<file path="src/logic/amd_pkg.sv">
// address map decoder package: map bounds, types, states and lane helpers
package amd_pkg;
  // ==========================================================
  // map bounds
  localparam logic [31:0] FLASH_LO  = 32'h0000_0000;
  localparam logic [31:0] FLASH_HI  = 32'h0000_7FFF;
  localparam logic [31:0] ROM_LO    = 32'h0100_0000;
  localparam logic [31:0] ROM_HI    = 32'h1FFF_FFFF;
  localparam logic [31:0] SRAM_LO   = 32'h2000_0000;
  localparam logic [31:0] SRAM_HI   = 32'h2000_2FFF;
  localparam logic [31:0] SALIAS_LO = 32'h2200_0000;
  localparam logic [31:0] SALIAS_HI = 32'h2205_FFFF;
  localparam logic [31:0] PERI_LO   = 32'h4000_0000;
  localparam logic [31:0] PERI_HI   = 32'h400F_FFFF;
  localparam logic [31:0] GAHB_LO   = 32'h4005_8000;
  localparam logic [31:0] GAHB_HI   = 32'h4005_DFFF;
  localparam logic [31:0] PALIAS_LO = 32'h4200_0000;
  localparam logic [31:0] PALIAS_HI = 32'h43FF_FFFF;
  localparam logic [31:0] TRACE_LO  = 32'hE000_0000;
  localparam logic [31:0] TRACE_HI  = 32'hE000_2FFF;
  localparam logic [31:0] CORE_LO   = 32'hE000_E000;
  localparam logic [31:0] CORE_HI   = 32'hE000_EFFF;
  localparam logic [31:0] TPORT_LO  = 32'hE004_0000;
  localparam logic [31:0] TPORT_HI  = 32'hE004_1FFF;
  // one bit per populated 4 KB page of 4000_0000-400F_FFFF
  localparam logic [255:0] PERI_PAGE_MAP =
    256'hF2000000000000000000800000000000000000003F01F00113FF003F000FFFF3;
  localparam logic [31:0] BEAT_STEP = 32'h0000_0004;
  localparam logic [31:0] ZERO_WORD = 32'h0000_0000;
  localparam logic [3:0]  STRB_ALL  = 4'hF;

  // ==========================================================
  // types
  typedef enum logic [1:0] {MT_NORMAL, MT_DEVICE, MT_STRONG} amd_mtype_e;
  typedef enum logic [3:0] {
    TGT_NONE, TGT_FLASH, TGT_ROM, TGT_SRAM, TGT_PERIPH, TGT_GPIO_AHB,
    TGT_PRIV_TRACE, TGT_PRIV_CORE, TGT_PRIV_PORT
  } amd_tgt_e;
  typedef enum logic [1:0] {SZ_BYTE, SZ_HALF, SZ_WORD, SZ_DOUBLE} amd_size_e;
  typedef enum logic [4:0] {
    ST_IDLE  = 5'h01,
    ST_ACC   = 5'h02,
    ST_RMW   = 5'h04,
    ST_HIGH  = 5'h08,
    ST_DRAIN = 5'h10
  } amd_state_e;

  // ==========================================================
  // helpers
  function automatic logic inRange(input logic [31:0] a, input logic [31:0] lo,
                                   input logic [31:0] hi);
    return (a >= lo) && (a <= hi);
  endfunction

  function automatic logic [3:0] laneStrb(input logic [1:0] off, input amd_size_e sz);
    case (sz)
      SZ_BYTE: return 4'h1 << off;
      SZ_HALF: return 4'h3 << off;
      default: return STRB_ALL;
    endcase
  endfunction

  function automatic logic [31:0] placeData(input logic [1:0] off, input logic [31:0] d);
    return d << {off, 3'b000};
  endfunction
endpackage

</file>
<file path="src/logic/amd_attr_if.sv">
// address to attribute carrier between the decoder and its user
`timescale 1ns/10ps
interface amd_attr_if;
  import amd_pkg::*;
  logic [31:0] addr;
  logic        isFetch;
  logic        protHit;
  amd_mtype_e  protType;
  logic        protNever;
  amd_tgt_e    sel;
  amd_mtype_e  mtype;
  logic        execNeverAttr;
  logic        resv;
  logic        bbAlias;
  modport dec (input addr, isFetch, protHit, protType, protNever,
               output sel, mtype, execNeverAttr, resv, bbAlias);
  modport host (output addr, isFetch, protHit, protType, protNever,
               input sel, mtype, execNeverAttr, resv, bbAlias);
endinterface

</file>
<file path="src/logic/amd_region_decode.sv">
// region decoder: target select and memory attributes from one address
`timescale 1ns/10ps
module amd_region_decode
  import amd_pkg::*;
(
  // address and attributes
  amd_attr_if.dec at
);
  // ==========================================================
  // fixed target map, no software relocation
  always_comb
  begin
    at.sel     = TGT_NONE;
    at.bbAlias = 1'b0;
    if (inRange(at.addr, FLASH_LO, FLASH_HI))
      at.sel = TGT_FLASH;
    else if (inRange(at.addr, ROM_LO, ROM_HI))
      at.sel = TGT_ROM;
    else if (inRange(at.addr, SRAM_LO, SRAM_HI))
      at.sel = TGT_SRAM;
    else if (inRange(at.addr, SALIAS_LO, SALIAS_HI))
    begin
      at.sel     = TGT_SRAM;
      at.bbAlias = 1'b1;
    end
    else if (inRange(at.addr, GAHB_LO, GAHB_HI))
      at.sel = TGT_GPIO_AHB;
    else if (inRange(at.addr, PERI_LO, PERI_HI) && PERI_PAGE_MAP[at.addr[19:12]])
      at.sel = TGT_PERIPH;
    else if (inRange(at.addr, PALIAS_LO, PALIAS_HI))
    begin
      at.sel     = TGT_PERIPH;
      at.bbAlias = 1'b1;
    end
    else if (inRange(at.addr, TRACE_LO, TRACE_HI))
      at.sel = TGT_PRIV_TRACE;
    else if (inRange(at.addr, CORE_LO, CORE_HI))
      at.sel = TGT_PRIV_CORE;
    else if (inRange(at.addr, TPORT_LO, TPORT_HI))
      at.sel = TGT_PRIV_PORT;
    // fetches are never remapped through an alias
    at.resv = (at.sel == TGT_NONE) || (at.isFetch && at.bbAlias);
  end

  // ==========================================================
  // default type per 512 MB region, then protection override
  always_comb
  begin
    case (at.addr[31:29])
      3'h0, 3'h1, 3'h3, 3'h4:
      begin
        at.mtype         = MT_NORMAL;
        at.execNeverAttr = 1'b0;
      end
      3'h2, 3'h5, 3'h6:
      begin
        at.mtype         = MT_DEVICE;
        at.execNeverAttr = 1'b1;
      end
      default:
      begin
        at.mtype         = MT_STRONG;
        at.execNeverAttr = 1'b1;
      end
    endcase
    if (at.protHit)
    begin
      at.mtype         = at.protType;
      at.execNeverAttr = at.protNever;
    end
  end
endmodule

</file>
<file path="src/logic/amd_bitband.sv">
// bit-band alias to word address, bit extract and bit merge
`timescale 1ns/10ps
module amd_bitband
(
  // alias access
  input  wire logic [31:0] aliasAddr,
  input  wire logic        bitIn,
  // underlying word
  input  wire logic [31:0] wordIn,
  output logic      [31:0] wordAddr,
  output logic             bitOut,
  output logic      [31:0] wordMerged
);
  logic [4:0] bitIdx;

  // each alias word selects one bit of the 1 MB bit-band region
  assign wordAddr = {aliasAddr[31:28], 8'h00, aliasAddr[24:7], 2'b00};
  assign bitIdx   = {aliasAddr[6:5], aliasAddr[4:2]};
  assign bitOut   = wordIn[bitIdx];

  always_comb
  begin
    wordMerged         = wordIn;
    wordMerged[bitIdx] = bitIn;
  end
endmodule

</file>
<file path="src/logic/amd_map_decoder.sv">
// system address map decoder: routing, attributes, ordering and faults
`timescale 1ns/10ps
module amd_map_decoder
  import amd_pkg::*;
(
  // clock and reset
  input  wire logic        core_clk,
  input  wire logic        rst,
  // instruction fetch port
  input  wire logic        iReq,
  input  wire logic [31:0] iAddr,
  input  wire logic        iProtHit,
  input  wire logic        iProtNever,
  output logic             iDone,
  output logic             iErr,
  output logic             iExecBlock,
  output logic      [31:0] iRdata,
  // data port
  input  wire logic        dReq,
  input  wire logic [31:0] dAddr,
  input  wire logic        dWrite,
  input  amd_size_e        dSize,
  input  wire logic [63:0] dWdata,
  input  wire logic        dProtHit,
  input  amd_mtype_e       dProtType,
  input  wire logic        dProtNever,
  output logic             dDone,
  output logic             dErr,
  output logic      [63:0] dRdata,
  // data attributes, same cycle as dAddr
  output amd_tgt_e         dSel,
  output amd_mtype_e       dType,
  output logic             dExecNever,
  // execute stage
  input  wire logic        execValid,
  input  wire logic        execNever,
  output logic             execNeverFault,
  // target bus
  output logic             tgtReq,
  output amd_tgt_e         tgtSel,
  output logic      [31:0] tgtAddr,
  output logic             tgtWrite,
  output logic      [3:0]  tgtStrb,
  output logic      [31:0] tgtWdata,
  input  wire logic        tgtAck,
  input  wire logic        tgtErr,
  input  wire logic [31:0] tgtRdata
);
  // ==========================================================
  // declarations
  amd_state_e  st;
  logic        curIsData;
  logic [31:0] curAddr;
  logic        curWrite;
  amd_size_e   curSize;
  logic        curAlias;
  logic [63:0] curWdata;
  logic [31:0] lowWord;
  logic        wbValid;
  amd_tgt_e    wbSel;
  logic [31:0] wbAddr;
  logic [3:0]  wbStrb;
  logic [31:0] wbData;
  logic        dTake;
  logic        iTake;
  logic        dOrdered;
  logic        dBufOk;
  logic        ack;
  logic        rmwGo;
  logic        hiGo;
  logic        fin;
  logic        aDErr;
  logic        aDrain;
  logic        aBuf;
  logic        aDAcc;
  logic        aIErr;
  logic        aINever;
  logic        aIAcc;
  logic [31:0] bbAddrIn;
  logic [31:0] bbWordAddr;
  logic        bbBit;
  logic [31:0] bbMerged;

  // ==========================================================
  // decoders
  amd_attr_if ia ();
  amd_attr_if da ();

  assign ia.addr      = iAddr;
  assign ia.isFetch   = 1'b1;
  assign ia.protHit   = iProtHit;
  assign ia.protType  = MT_NORMAL;
  assign ia.protNever = iProtNever;
  assign da.addr      = dAddr;
  assign da.isFetch   = 1'b0;
  assign da.protHit   = dProtHit;
  assign da.protType  = dProtType;
  assign da.protNever = dProtNever;

  amd_region_decode uDecI (
    .at (ia)
  );

  amd_region_decode uDecD (
    .at (da)
  );

  assign dSel       = da.sel;
  assign dType      = da.mtype;
  assign dExecNever = da.execNeverAttr;

  // alias math follows the incoming address while idle
  assign bbAddrIn = (st == ST_IDLE) ? dAddr : curAddr;

  amd_bitband uBb (
    .aliasAddr  (bbAddrIn),
    .bitIn      (curWdata[0]),
    .wordIn     (tgtRdata),
    .wordAddr   (bbWordAddr),
    .bitOut     (bbBit),
    .wordMerged (bbMerged)
  );

  // ==========================================================
  // request selection while idle
  // the cycle of a done pulse is skipped so a held request is not taken twice
  assign dTake    = (st == ST_IDLE) && dReq && !dDone;
  assign iTake    = (st == ST_IDLE) && iReq && !iDone;
  assign dOrdered = (da.mtype != MT_NORMAL);
  assign dBufOk   = (da.mtype == MT_DEVICE) && dWrite && !da.bbAlias &&
                    (dSize != SZ_DOUBLE) && !wbValid;

  always_comb
  begin
    aDErr   = 1'b0;
    aDrain  = 1'b0;
    aBuf    = 1'b0;
    aDAcc   = 1'b0;
    aIErr   = 1'b0;
    aINever = 1'b0;
    aIAcc   = 1'b0;
    if (dTake)
    begin
      if (da.resv)
        aDErr = 1'b1;
      else if (dOrdered && wbValid)
        aDrain = 1'b1;
      else if (dBufOk)
        aBuf = 1'b1;
      else
        aDAcc = 1'b1;
    end
    else if ((st == ST_IDLE) && wbValid)
      aDrain = 1'b1;
    else if (iTake)
    begin
      if (ia.resv)
        aIErr = 1'b1;
      else if (ia.execNeverAttr)
        aINever = 1'b1;
      else
        aIAcc = 1'b1;
    end
  end

  // ==========================================================
  // completion decode on the target bus
  assign ack   = tgtReq && tgtAck;
  assign rmwGo = ack && (st == ST_ACC) && curAlias && curWrite && !tgtErr;
  assign hiGo  = ack && (st == ST_ACC) && (curSize == SZ_DOUBLE) && !curAlias && !tgtErr;
  assign fin   = ack && !rmwGo && !hiGo && (st != ST_DRAIN);

  // ==========================================================
  // state machine, one transfer on the target bus at a time
  always_ff @(posedge core_clk)
  begin
    if (rst)
      st <= ST_IDLE;
    else
    begin
      case (st)
        ST_IDLE:
        begin
          if (aDrain)
            st <= ST_DRAIN;
          else if (aDAcc || aIAcc)
            st <= ST_ACC;
        end
        ST_ACC:
        begin
          if (rmwGo)
            st <= ST_RMW;
          else if (hiGo)
            st <= ST_HIGH;
          else if (ack)
            st <= ST_IDLE;
        end
        ST_RMW, ST_HIGH, ST_DRAIN:
        begin
          if (ack)
            st <= ST_IDLE;
        end
        default:
          st <= ST_IDLE;
      endcase
    end
  end

  // ==========================================================
  // current transfer capture
  always_ff @(posedge core_clk)
  begin
    if (rst)
    begin
      curIsData <= 1'b0;
      curAddr   <= ZERO_WORD;
      curWrite  <= 1'b0;
      curSize   <= SZ_WORD;
      curAlias  <= 1'b0;
      curWdata  <= {ZERO_WORD, ZERO_WORD};
    end
    else if (aDAcc)
    begin
      curIsData <= 1'b1;
      curAddr   <= dAddr;
      curWrite  <= dWrite;
      curSize   <= dSize;
      curAlias  <= da.bbAlias;
      curWdata  <= dWdata;
    end
    else if (aIAcc)
    begin
      curIsData <= 1'b0;
      curAddr   <= iAddr;
      curWrite  <= 1'b0;
      curSize   <= SZ_WORD;
      curAlias  <= 1'b0;
    end
  end

  always_ff @(posedge core_clk)
  begin
    if (rst)
      lowWord <= ZERO_WORD;
    else if (hiGo)
      lowWord <= tgtRdata;
  end

  // ==========================================================
  // device write buffer, one entry
  always_ff @(posedge core_clk)
  begin
    if (rst)
    begin
      wbValid <= 1'b0;
      wbSel   <= TGT_NONE;
      wbAddr  <= ZERO_WORD;
      wbStrb  <= 4'h0;
      wbData  <= ZERO_WORD;
    end
    else if (aBuf)
    begin
      wbValid <= 1'b1;
      wbSel   <= da.sel;
      wbAddr  <= dAddr;
      wbStrb  <= laneStrb(dAddr[1:0], dSize);
      wbData  <= placeData(dAddr[1:0], dWdata[31:0]);
    end
    else if (ack && (st == ST_DRAIN))
      wbValid <= 1'b0;
  end

  // ==========================================================
  // target bus driver
  always_ff @(posedge core_clk)
  begin
    if (rst)
    begin
      tgtReq   <= 1'b0;
      tgtSel   <= TGT_NONE;
      tgtAddr  <= ZERO_WORD;
      tgtWrite <= 1'b0;
      tgtStrb  <= 4'h0;
      tgtWdata <= ZERO_WORD;
    end
    else if (aDrain)
    begin
      tgtReq   <= 1'b1;
      tgtSel   <= wbSel;
      tgtAddr  <= wbAddr;
      tgtWrite <= 1'b1;
      tgtStrb  <= wbStrb;
      tgtWdata <= wbData;
    end
    else if (aDAcc)
    begin
      tgtReq   <= 1'b1;
      tgtSel   <= da.sel;
      tgtAddr  <= da.bbAlias ? bbWordAddr : dAddr;
      tgtWrite <= dWrite && !da.bbAlias;
      tgtStrb  <= da.bbAlias ? STRB_ALL : laneStrb(dAddr[1:0], dSize);
      tgtWdata <= placeData(dAddr[1:0], dWdata[31:0]);
    end
    else if (aIAcc)
    begin
      tgtReq   <= 1'b1;
      tgtSel   <= ia.sel;
      tgtAddr  <= {iAddr[31:2], 2'b00};
      tgtWrite <= 1'b0;
      tgtStrb  <= STRB_ALL;
    end
    else if (rmwGo)
    begin
      tgtWrite <= 1'b1;
      tgtWdata <= bbMerged;
    end
    else if (hiGo)
    begin
      tgtAddr  <= tgtAddr + BEAT_STEP;
      tgtWdata <= curWdata[63:32];
    end
    else if (ack)
      tgtReq <= 1'b0;
  end

  // ==========================================================
  // answers to the core
  always_ff @(posedge core_clk)
  begin
    if (rst)
    begin
      dDone  <= 1'b0;
      dErr   <= 1'b0;
      dRdata <= {ZERO_WORD, ZERO_WORD};
    end
    else
    begin
      dDone <= aDErr || aBuf || (fin && curIsData);
      dErr  <= aDErr || (fin && curIsData && tgtErr);
      if (fin && curIsData)
      begin
        if (curAlias)
          dRdata <= {ZERO_WORD, 31'h0000_0000, bbBit};
        else if (st == ST_HIGH)
          dRdata <= {tgtRdata, lowWord};
        else
          dRdata <= {ZERO_WORD, tgtRdata >> {curAddr[1:0], 3'b000}};
      end
    end
  end

  always_ff @(posedge core_clk)
  begin
    if (rst)
    begin
      iDone      <= 1'b0;
      iErr       <= 1'b0;
      iExecBlock <= 1'b0;
      iRdata     <= ZERO_WORD;
    end
    else
    begin
      iDone      <= aIErr || aINever || (fin && !curIsData);
      iErr       <= aIErr || (fin && !curIsData && tgtErr);
      iExecBlock <= aINever;
      if (fin && !curIsData)
        iRdata <= tgtRdata;
      else if (aIErr || aINever)
        iRdata <= ZERO_WORD;
    end
  end

  // fault only once a blocked instruction reaches execute
  always_ff @(posedge core_clk)
  begin
    if (rst)
      execNeverFault <= 1'b0;
    else
      execNeverFault <= execValid && execNever;
  end

  // ==========================================================
  // checks
  AST_RESV_FAULT:
    assert property (@(posedge core_clk) disable iff (rst)
      aDErr |=> dDone && dErr && !tgtReq)
    else $error("reserved data access not faulted");

  AST_SRAM_ROUTE:
    assert property (@(posedge core_clk) disable iff (rst)
      dReq && (dAddr == SRAM_HI) |-> (dSel == TGT_SRAM) && !da.resv)
    else $error("sram top word not routed");

  AST_PALIAS:
    assert property (@(posedge core_clk) disable iff (rst)
      aDAcc && (dAddr == PALIAS_HI - 32'h0000_0003) |=> tgtAddr == PERI_HI - 32'h0000_0003)
    else $error("peripheral alias top word mis-mapped");

  AST_GPIO_AHB:
    assert property (@(posedge core_clk) disable iff (rst)
      dReq && inRange(dAddr, GAHB_LO, GAHB_HI) |-> dSel == TGT_GPIO_AHB)
    else $error("gpio aperture not selected");

  AST_CORE_PERIPH:
    assert property (@(posedge core_clk) disable iff (rst)
      dReq && !dProtHit && inRange(dAddr, CORE_LO, CORE_HI)
      |-> dSel == TGT_PRIV_CORE && dType == MT_STRONG)
    else $error("core peripheral window wrong");

  AST_DEV_NEVER:
    assert property (@(posedge core_clk) disable iff (rst)
      dReq && !dProtHit && (dAddr[31:29] == 3'h5) |-> dType == MT_DEVICE && dExecNever)
    else $error("device region attributes wrong");

  AST_SO_ORDER:
    assert property (@(posedge core_clk) disable iff (rst)
      aDAcc && dOrdered |-> !wbValid)
    else $error("ordered access overtook buffered write");

  AST_SO_NOBUF:
    assert property (@(posedge core_clk) disable iff (rst)
      aBuf |-> da.mtype == MT_DEVICE ##1 wbValid && dDone && !tgtReq)
    else $error("write buffer misuse");

  AST_NEVER_FETCH:
    assert property (@(posedge core_clk) disable iff (rst)
      aINever |=> iDone && iExecBlock && !iErr && !tgtReq &&
                  (!execNeverFault || $past(execValid && execNever)))
    else $error("execute-never fetch not blocked");

  AST_NEVER_FAULT:
    assert property (@(posedge core_clk) disable iff (rst)
      execNeverFault |-> $past(execValid) && $past(execNever))
    else $error("fault without execution");

  AST_LE_BYTE:
    assert property (@(posedge core_clk) disable iff (rst)
      aDAcc && dWrite && !da.bbAlias && dSize == SZ_BYTE && dAddr[1:0] == 2'h3
      |=> tgtStrb == 4'h8 && tgtWdata[31:24] == $past(dWdata[7:0]))
    else $error("byte lane not little endian");

  AST_DOUBLE:
    assert property (@(posedge core_clk) disable iff (rst)
      hiGo |=> st == ST_HIGH && tgtReq && tgtAddr == $past(tgtAddr) + BEAT_STEP)
    else $error("second beat not at next word");

  AST_RMW:
    assert property (@(posedge core_clk) disable iff (rst)
      rmwGo |=> tgtReq && tgtWrite && tgtAddr == $past(tgtAddr) && tgtStrb == STRB_ALL)
    else $error("alias write not read-modify-write");
endmodule

</file>
<file path="config.mk">
export PLATFORM = sky130hd
export DESIGN_NAME = amd_map_decoder
export DESIGN_NICKNAME = d
export VERILOG_FILES = /design/src/logic/amd_pkg.sv /design/src/logic/amd_attr_if.sv /design/src/logic/amd_region_decode.sv /design/src/logic/amd_bitband.sv /design/src/logic/amd_map_decoder.sv
export SDC_FILE = /design/constraint.sdc
export NUM_CORES = 1
export LEC_CHECK = 0
export BUFFER_PORTS_ARGS = -buffer_cell sky130_fd_sc_hd__buf_2
export CAP_MARGIN = 20
export CORE_MARGIN = 8
export CORE_UTILIZATION = 50
export CTS_CLUSTER_SIZE = 30
export DETAILED_ROUTE_END_ITERATION = 12
export GPL_TIMING_DRIVEN = 0
export PLACE_DENSITY = 0.77
export SLEW_MARGIN = 15
export SYNTH_ARGS = -nofsm -noshare
export SYNTH_HDL_FRONTEND = slang
export SYNTH_SLANG_ARGS = --single-unit
</file>
<file path="constraint.sdc">
create_clock -name core_clk -period 6.3 [get_ports core_clk]
set_input_delay 1.575 -clock core_clk [delete_from_list [all_inputs] [get_ports core_clk]]
set_output_delay 1.575 -clock core_clk [all_outputs]
set_load 0.05 [all_outputs]
</file>
Word-level counts from Yosys, hierarchy flattened
Memories as Yosys holds them, arrays and structs flattened. Index checks and enable logic that the tools add are counted.

Flip-flop bits (word level): 387. ROM bits: 512. Word-level logic and storage cells: 315. Memories: 2. Input port bits: 177.

Multiplexer cells: 125. Add/subtract/negate cells: 1. Equality and inequality tests: 23. Magnitude comparators: 44. Reduce and logical (&&, ||, !) cells: 89. Shift operators: 4.

Memories: (name not given) (words 256, bits a word 1, rd ports 1, clocked after memory_dff 0, write ports 0, line amd_region_decode.sv:28) `else if (inRange(at.addr, PERI_LO, PERI_HI) && PERI_PAGE_MAP[at.addr[19:12]])`; (name not given) (words 256, bits a word 1, rd ports 1, clocked after memory_dff 0, write ports 0, line amd_region_decode.sv:28).

Operators by type and width (number): 32-bit two-way mux (16); 32-bit by 31-bit greater-or-equal comparator with 1-bit output (second input constant) (6); 32-bit greater-or-equal comparator (second input constant) (6); 32-bit by 31-bit less-or-equal comparator with 1-bit output (second input constant) (6); 32-bit less-or-equal comparator (second input constant) (6); 32-bit by 30-bit greater-or-equal comparator with 1-bit output (second input constant) (4); 32-bit by 30-bit less-or-equal comparator with 1-bit output (second input constant) (4); 64-bit two-way mux (2); 4-bit two-way mux (27); 1-bit two-way mux (66); 32-bit by 1-bit greater-or-equal comparator with 1-bit output (second input constant) (2); 32-bit by 25-bit greater-or-equal comparator with 1-bit output (second input constant) (2); 32-bit by 15-bit less-or-equal comparator with 1-bit output (second input constant) (2); 32-bit by 29-bit less-or-equal comparator with 1-bit output (second input constant) (2); 1-bit logical AND (51); 32-bit by 3-bit adder with 32-bit output (second input constant) (1); 32-bit bitwise mux (1); 32-bit by 5-bit left shift with 32-bit output (1); 32-bit by 5-bit >> shifter with 32-bit output (1); 5-bit two-way mux (5); 8-bit by 9-bit less-than comparator with 1-bit output (second input constant) (2); 4-bit nonzero test (4); 5-bit case mux with 3 select lines (1); 3-bit == test (second input constant) (4); 34 further kinds (64).

Depth between registers and ports, before layout
Word-level depth: 22. Mapped depth: 14.

Hierarchy
From an unflattened synthesis, not the netlist that was laid out.

Cell total of the unflattened synthesis: 2431. Area, all modules: 18765.5 µm².

By module, submodules not included: amd_map_decoder (cells each 2127, seq. area each 7126.8 µm², area an instance 16617.2 µm², instances 1); amd_bitband (cells each 157, seq. area each 0.0 µm², area an instance 1181.1 µm², instances 1); amd_region_decode at uDecI (cells each 74, seq. area each 0.0 µm², area an instance 496.7 µm², instances 1); amd_region_decode at uDecD (cells each 73, seq. area each 0.0 µm², area an instance 470.5 µm², instances 1).

Worst setup path before layout
OpenSTA, ideal clock, no wires.

Kind: in2out. Start: in dAddr[19]. End: out dSel[0]. Stages on the path: 8. Path slack: 1.302 ns. Arrival time: 3.423 ns. Cells stage by stage: buf_6 or4_4 a2111oi_4 and2_1 a21oi_1 and2_1 buf_2 inv_1.

Cells in the longest elaborated chain, start to end: 11.

Ends and longest elaborated chain: start, declared (line amd_map_decoder.sv:20) `input wire logic [31:0] dAddr,`; 32-bit greater-or-equal comparator / 32-bit less-or-equal comparator (equally long branches) (line amd_pkg.sv:52) `return (a >= lo) && (a <= hi);`; 1-bit logical AND (line amd_pkg.sv:52); 4-bit two-way mux (line amd_region_decode.sv:37) `else if (inRange(at.addr, CORE_LO, CORE_HI))`; 4-bit two-way mux (line amd_region_decode.sv:35) `else if (inRange(at.addr, TRACE_LO, TRACE_HI))`; 4-bit two-way mux (line amd_region_decode.sv:30) `else if (inRange(at.addr, PALIAS_LO, PALIAS_HI))`; 4-bit two-way mux (line amd_region_decode.sv:28); 4-bit two-way mux (line amd_region_decode.sv:26) `else if (inRange(at.addr, GAHB_LO, GAHB_HI))`; 4-bit two-way mux (line amd_region_decode.sv:21) `else if (inRange(at.addr, SALIAS_LO, SALIAS_HI))`; 4-bit two-way mux (line amd_region_decode.sv:19) `else if (inRange(at.addr, SRAM_LO, SRAM_HI))`; 4-bit two-way mux (line amd_region_decode.sv:17) `else if (inRange(at.addr, ROM_LO, ROM_HI))`; 4-bit two-way mux * (line amd_region_decode.sv:15) `if (inRange(at.addr, FLASH_LO, FLASH_HI))`; end, declared (line amd_map_decoder.sv:31) `output amd_tgt_e dSel,`.

Every way passes the cells marked *; elsewhere a longest branch is shown, timed or not. The select of a mux whose other input is x is not followed.

Worst setup path in the final report
Start: in dAddr[13]. End: out dSel[1].

Same word-level chain as after synthesis.

==> summary.md <==
| Metric | Value |
|---|---|
| CTS clock-pin slew for the worst setup and hold paths | 60 ps |
| Hold_sp | curWdata[50]$_SDFFE_PP0P_ |
| Status | finished, final reports clean |
| Tmin final | 5890 ps |
| Max Cap Viol | 0 |
| CP Max Fanout | 8 |
| Overall routing resource usage | about two fifths |
| Clk_lat worst skew | 560 ps |
| Hold path cells | 2 |
| Count of cell types in the netlist | 88 |
| Leading area contributor after synthesis | dfxtp_1 |
| Number of port buffers | 355 |
| CP max-delay cell | or4b_2 |
| Largest cells by area after synthesis | dfxtp_1 39%, nand2_1 9.9%, a21oi_1 7.1% |
| 1st-pass router iterations | 6 |
| Synth Flop Type | dfxtp_1 |
| Final Routed Wirelength | 87400 microns |
| Crit path cell chain | buf_2 > or4b_2 > nor4_2 > mux2i_1 > a21oi_1 > nor3b_1 > inv_1 > buf_2 |
| Final GP Congestion | approximately 1 |
| Clock tree buffer depth | 3 |
| Die ar. | approximately 42000 sq um |
| Row Count | 69 |
| Synthesized flop and latch total | 351 |
| CTS tree | done |
| Die height | between 200 and 250 microns |
| Clk root buf | clkbuf_16 |
| Wire per inst | 27.0 microns |
| Post-synth EDFFs | 0 |
| Commonest non-fill, non-tap cell in the layout | nand2_1 |
| Cell Pwr Density | roughly 240 nW/um^2 |
| Finished Cell Area | around 22000 sq um |
| Fin. max-slew vios | 0 |
| Syn_area_per_cell | ~7.6 sq um |
| Worst R2R End | iRdata[30]$_SDFFE_PP0P_ |
| Async SR Flop Fraction | 0% |
| Reg-to-reg slack, setup | 2090 ps |
| Total CTS buffers | 39 |
| Initial Util | 50.6% |
| Cells after synthesis | about 2400 |
| Worst Hold End | curWdata[50]$_SDFFE_PP0P_ |
| Fin. Hold Viols | 0 |
| Worst EP required | 4720 ps |
| Layout Cells excl Fill | around 3200 |
| Dpl hpwl | 66000 microns |
| Worst hold slack | ~460 ps |
| Largest net degree at the start of global routing | 14 |
| Crit path launch type | primary input |
| Post-synth top area share | 39.2% |
| Peak Freq | between 150 and 200 MHz |
| Synth warn | 0 |
| Initial antenna violation count | 2 |
| Min-delay worst type | reg -> reg |
| Routed vias/inst | around 6.6 |
| GRT overflow | 0 |
| Share of layout cells above drive strength 1 | 18.1% |
| RSZ-0062 raised after global routing | no |
| Vias | approximately 21000 |
| Core area | 35400 sq um |
| Least-Margin Pin Slew | around 1200 ps |
| Post-CTS Setup Bufs | 0 |
| Setup TNS Final | 0 ps |
| Crit path DAT | 4320 ps |
| Layout Nets | 2928 |
| Post-CTS sizing | 0 |
| ANT nets after route | 0 |
| Mapped cell area | 17900 sq um |
| Die X | 205 microns |
| DP Cell Count | 3170 |
| Area grow syn2layout | 20.4% |
| CTS Hold Bufs | 0 |
| Clock sink count | around 350 |
| Vias in the first global route | just over 20000 |
| Global-route wire length before repair | ~130000 microns |
| Sequential area share after synthesis | 39.2% |
| Post-placement cell area | 20300 sq um |
| H-tree Lvls | 2 |
| Largest stage delay on the critical path | 730 ps |
| Worst slew margin | 22.3% |
| Finish-stage setup viols | 0 |
| R2R cell count | 11 |
| Setup Skew | 14.1 ps |
| Post-synth net total | 2531 |
| Tcrit/Tclk final | approximately 94% |
| Worst vdd ir | 243 uV |
| Setup CP Type | in -> out |
| I/O pins | 360 |
| Commonest non-fill, non-tap cells in the layout | 474 x nand2_1, 385 x buf_2, 351 x dfxtp_1 |
| Fillers | 3319 |
| Critical R2R Launch | st[2]$_SDFFE_PP0P_ |
| Critical path's most frequent cell | buf_2 |
| Drt initial violations | ~2600 |
| Crit path capture type | output pin |
| Residual DRC | 0 |
| Pleak | 8.22 nW |
## synthesized netlist by cell type (26+ instances only)
| master | instances |
|---|---|
| clkbuf_1 | 141 |
| nor3_1 | 79 |
| a21oi_1 | 253 |
| o21ai_0 | 73 |
| a221oi_1 | 26 |
| nand3_1 | 90 |
| dfxtp_1 | 351 |
| a22oi_1 | 43 |
| nand2_1 | 474 |
| o211ai_1 | 30 |
| a211oi_1 | 42 |
| buf_1 | 26 |
| buf_2 | 29 |
| nor2_1 | 244 |
| mux2i_1 | 65 |
## stage by stage
stage | worst slack, ps | total power, mW | utilization (%)
6_report | 409 | 5.25 | 60.9
5_1_grt | 445 | 5.35 | 60.9
4_1_cts | 479 | 5.22 | 60.9
3_5_place_dp | 449 | 2.94 | 57.3
3_3_place_gp | 486 | 2.93 | 57.3
2_1_floorplan | 1300 | 2.65 | -
## registers in the layout, summed over array words and instances, names as in the netlist, 2 cells and up
| register | count |
|---|---|
| curAddr | 27 |
| curSize | 2 |
| curWdata | 33 |
| dRdata | 64 |
| iRdata | 32 |
| lowWord | 32 |
| st | 5 |
| tgtAddr | 32 |
| tgtSel | 4 |
| tgtStrb | 4 |
| tgtWdata | 32 |
| wbAddr | 32 |
| wbData | 32 |
| wbSel | 4 |
| wbStrb | 4 |
## metal layers
layer | track usage [%] | vias to the layer above | wire length, microns
met5 | 0 | - | 0
met1 | 48.5 | 10100 | 32000
met4 | 26.0 | 0 | 6430
met3 | 7.98 | 365 | 10200
met2 | 62.3 | 1617 | 38800
li1 | - | 9231 | -
## final cells by class
cell class / instances / area [sq um] / share of cell area (%)
Clock inverter: 16 / 176 / 0.818
Clock buffer: 53 / 1100 / 5.10
Timing Repair Buffer: 356 / 1780 / 8.26
Tap cell: 461 / 577 / 2.67
Antenna cell: 2 / 5.00 / 0.0232
Sequential cell: 351 / 7030 / 32.6
Inverter: 15 / 56.3 / 0.261
Multi-Input combinational cell: 1783 / 10000 / 46.4
Buffer: 204 / 847 / 3.93
## worst max-delay path, delay by kind of cell
kind	cells	cell delay [ps]
AO/OA/AOI/OAI	1	240
buffers and inverters	3	520
multiplexers	1	150
AND/OR/NAND/NOR	3	1810
## cell families (layout without fill, tap and decap cells)
kind of cell    after synthesis  in the layout  share of synthesized area, %
flops                       351            351                          39.2
compound gates              652            652                          24.2
fa+ha+maj                     1              1                        0.0698
mux                          84             84                          5.20
other cells                   0              2                             0
buf+inv                     219            644                          5.04
xor+xnor                     28             28                          1.37
simple gates               1018           1018                          24.9
## report_power, final
group	internal [mW]	switching, mW	total (mW)	leakage, nW
clock	1.35	0.984	2.34	0.632
sequential	2.25	0.0253	2.27	2.83
combinational	0.179	0.465	0.644	4.76
## worst max-delay path by stage
stage                   start                      end  slack [ps]
global placement    dAddr[29]    wbSel[2]$_SDFFE_PP0P_         490
finish              dAddr[13]                  dSel[1]         410
floorplan           dAddr[19]                  dSel[0]        1300
CTS                 dAddr[13]                  dSel[1]         480
global route        dAddr[13]                  dSel[1]         440
detailed placement  dAddr[29]  wbAddr[10]$_SDFFE_PP0P_         450
(Power assumes the default switching activity.)
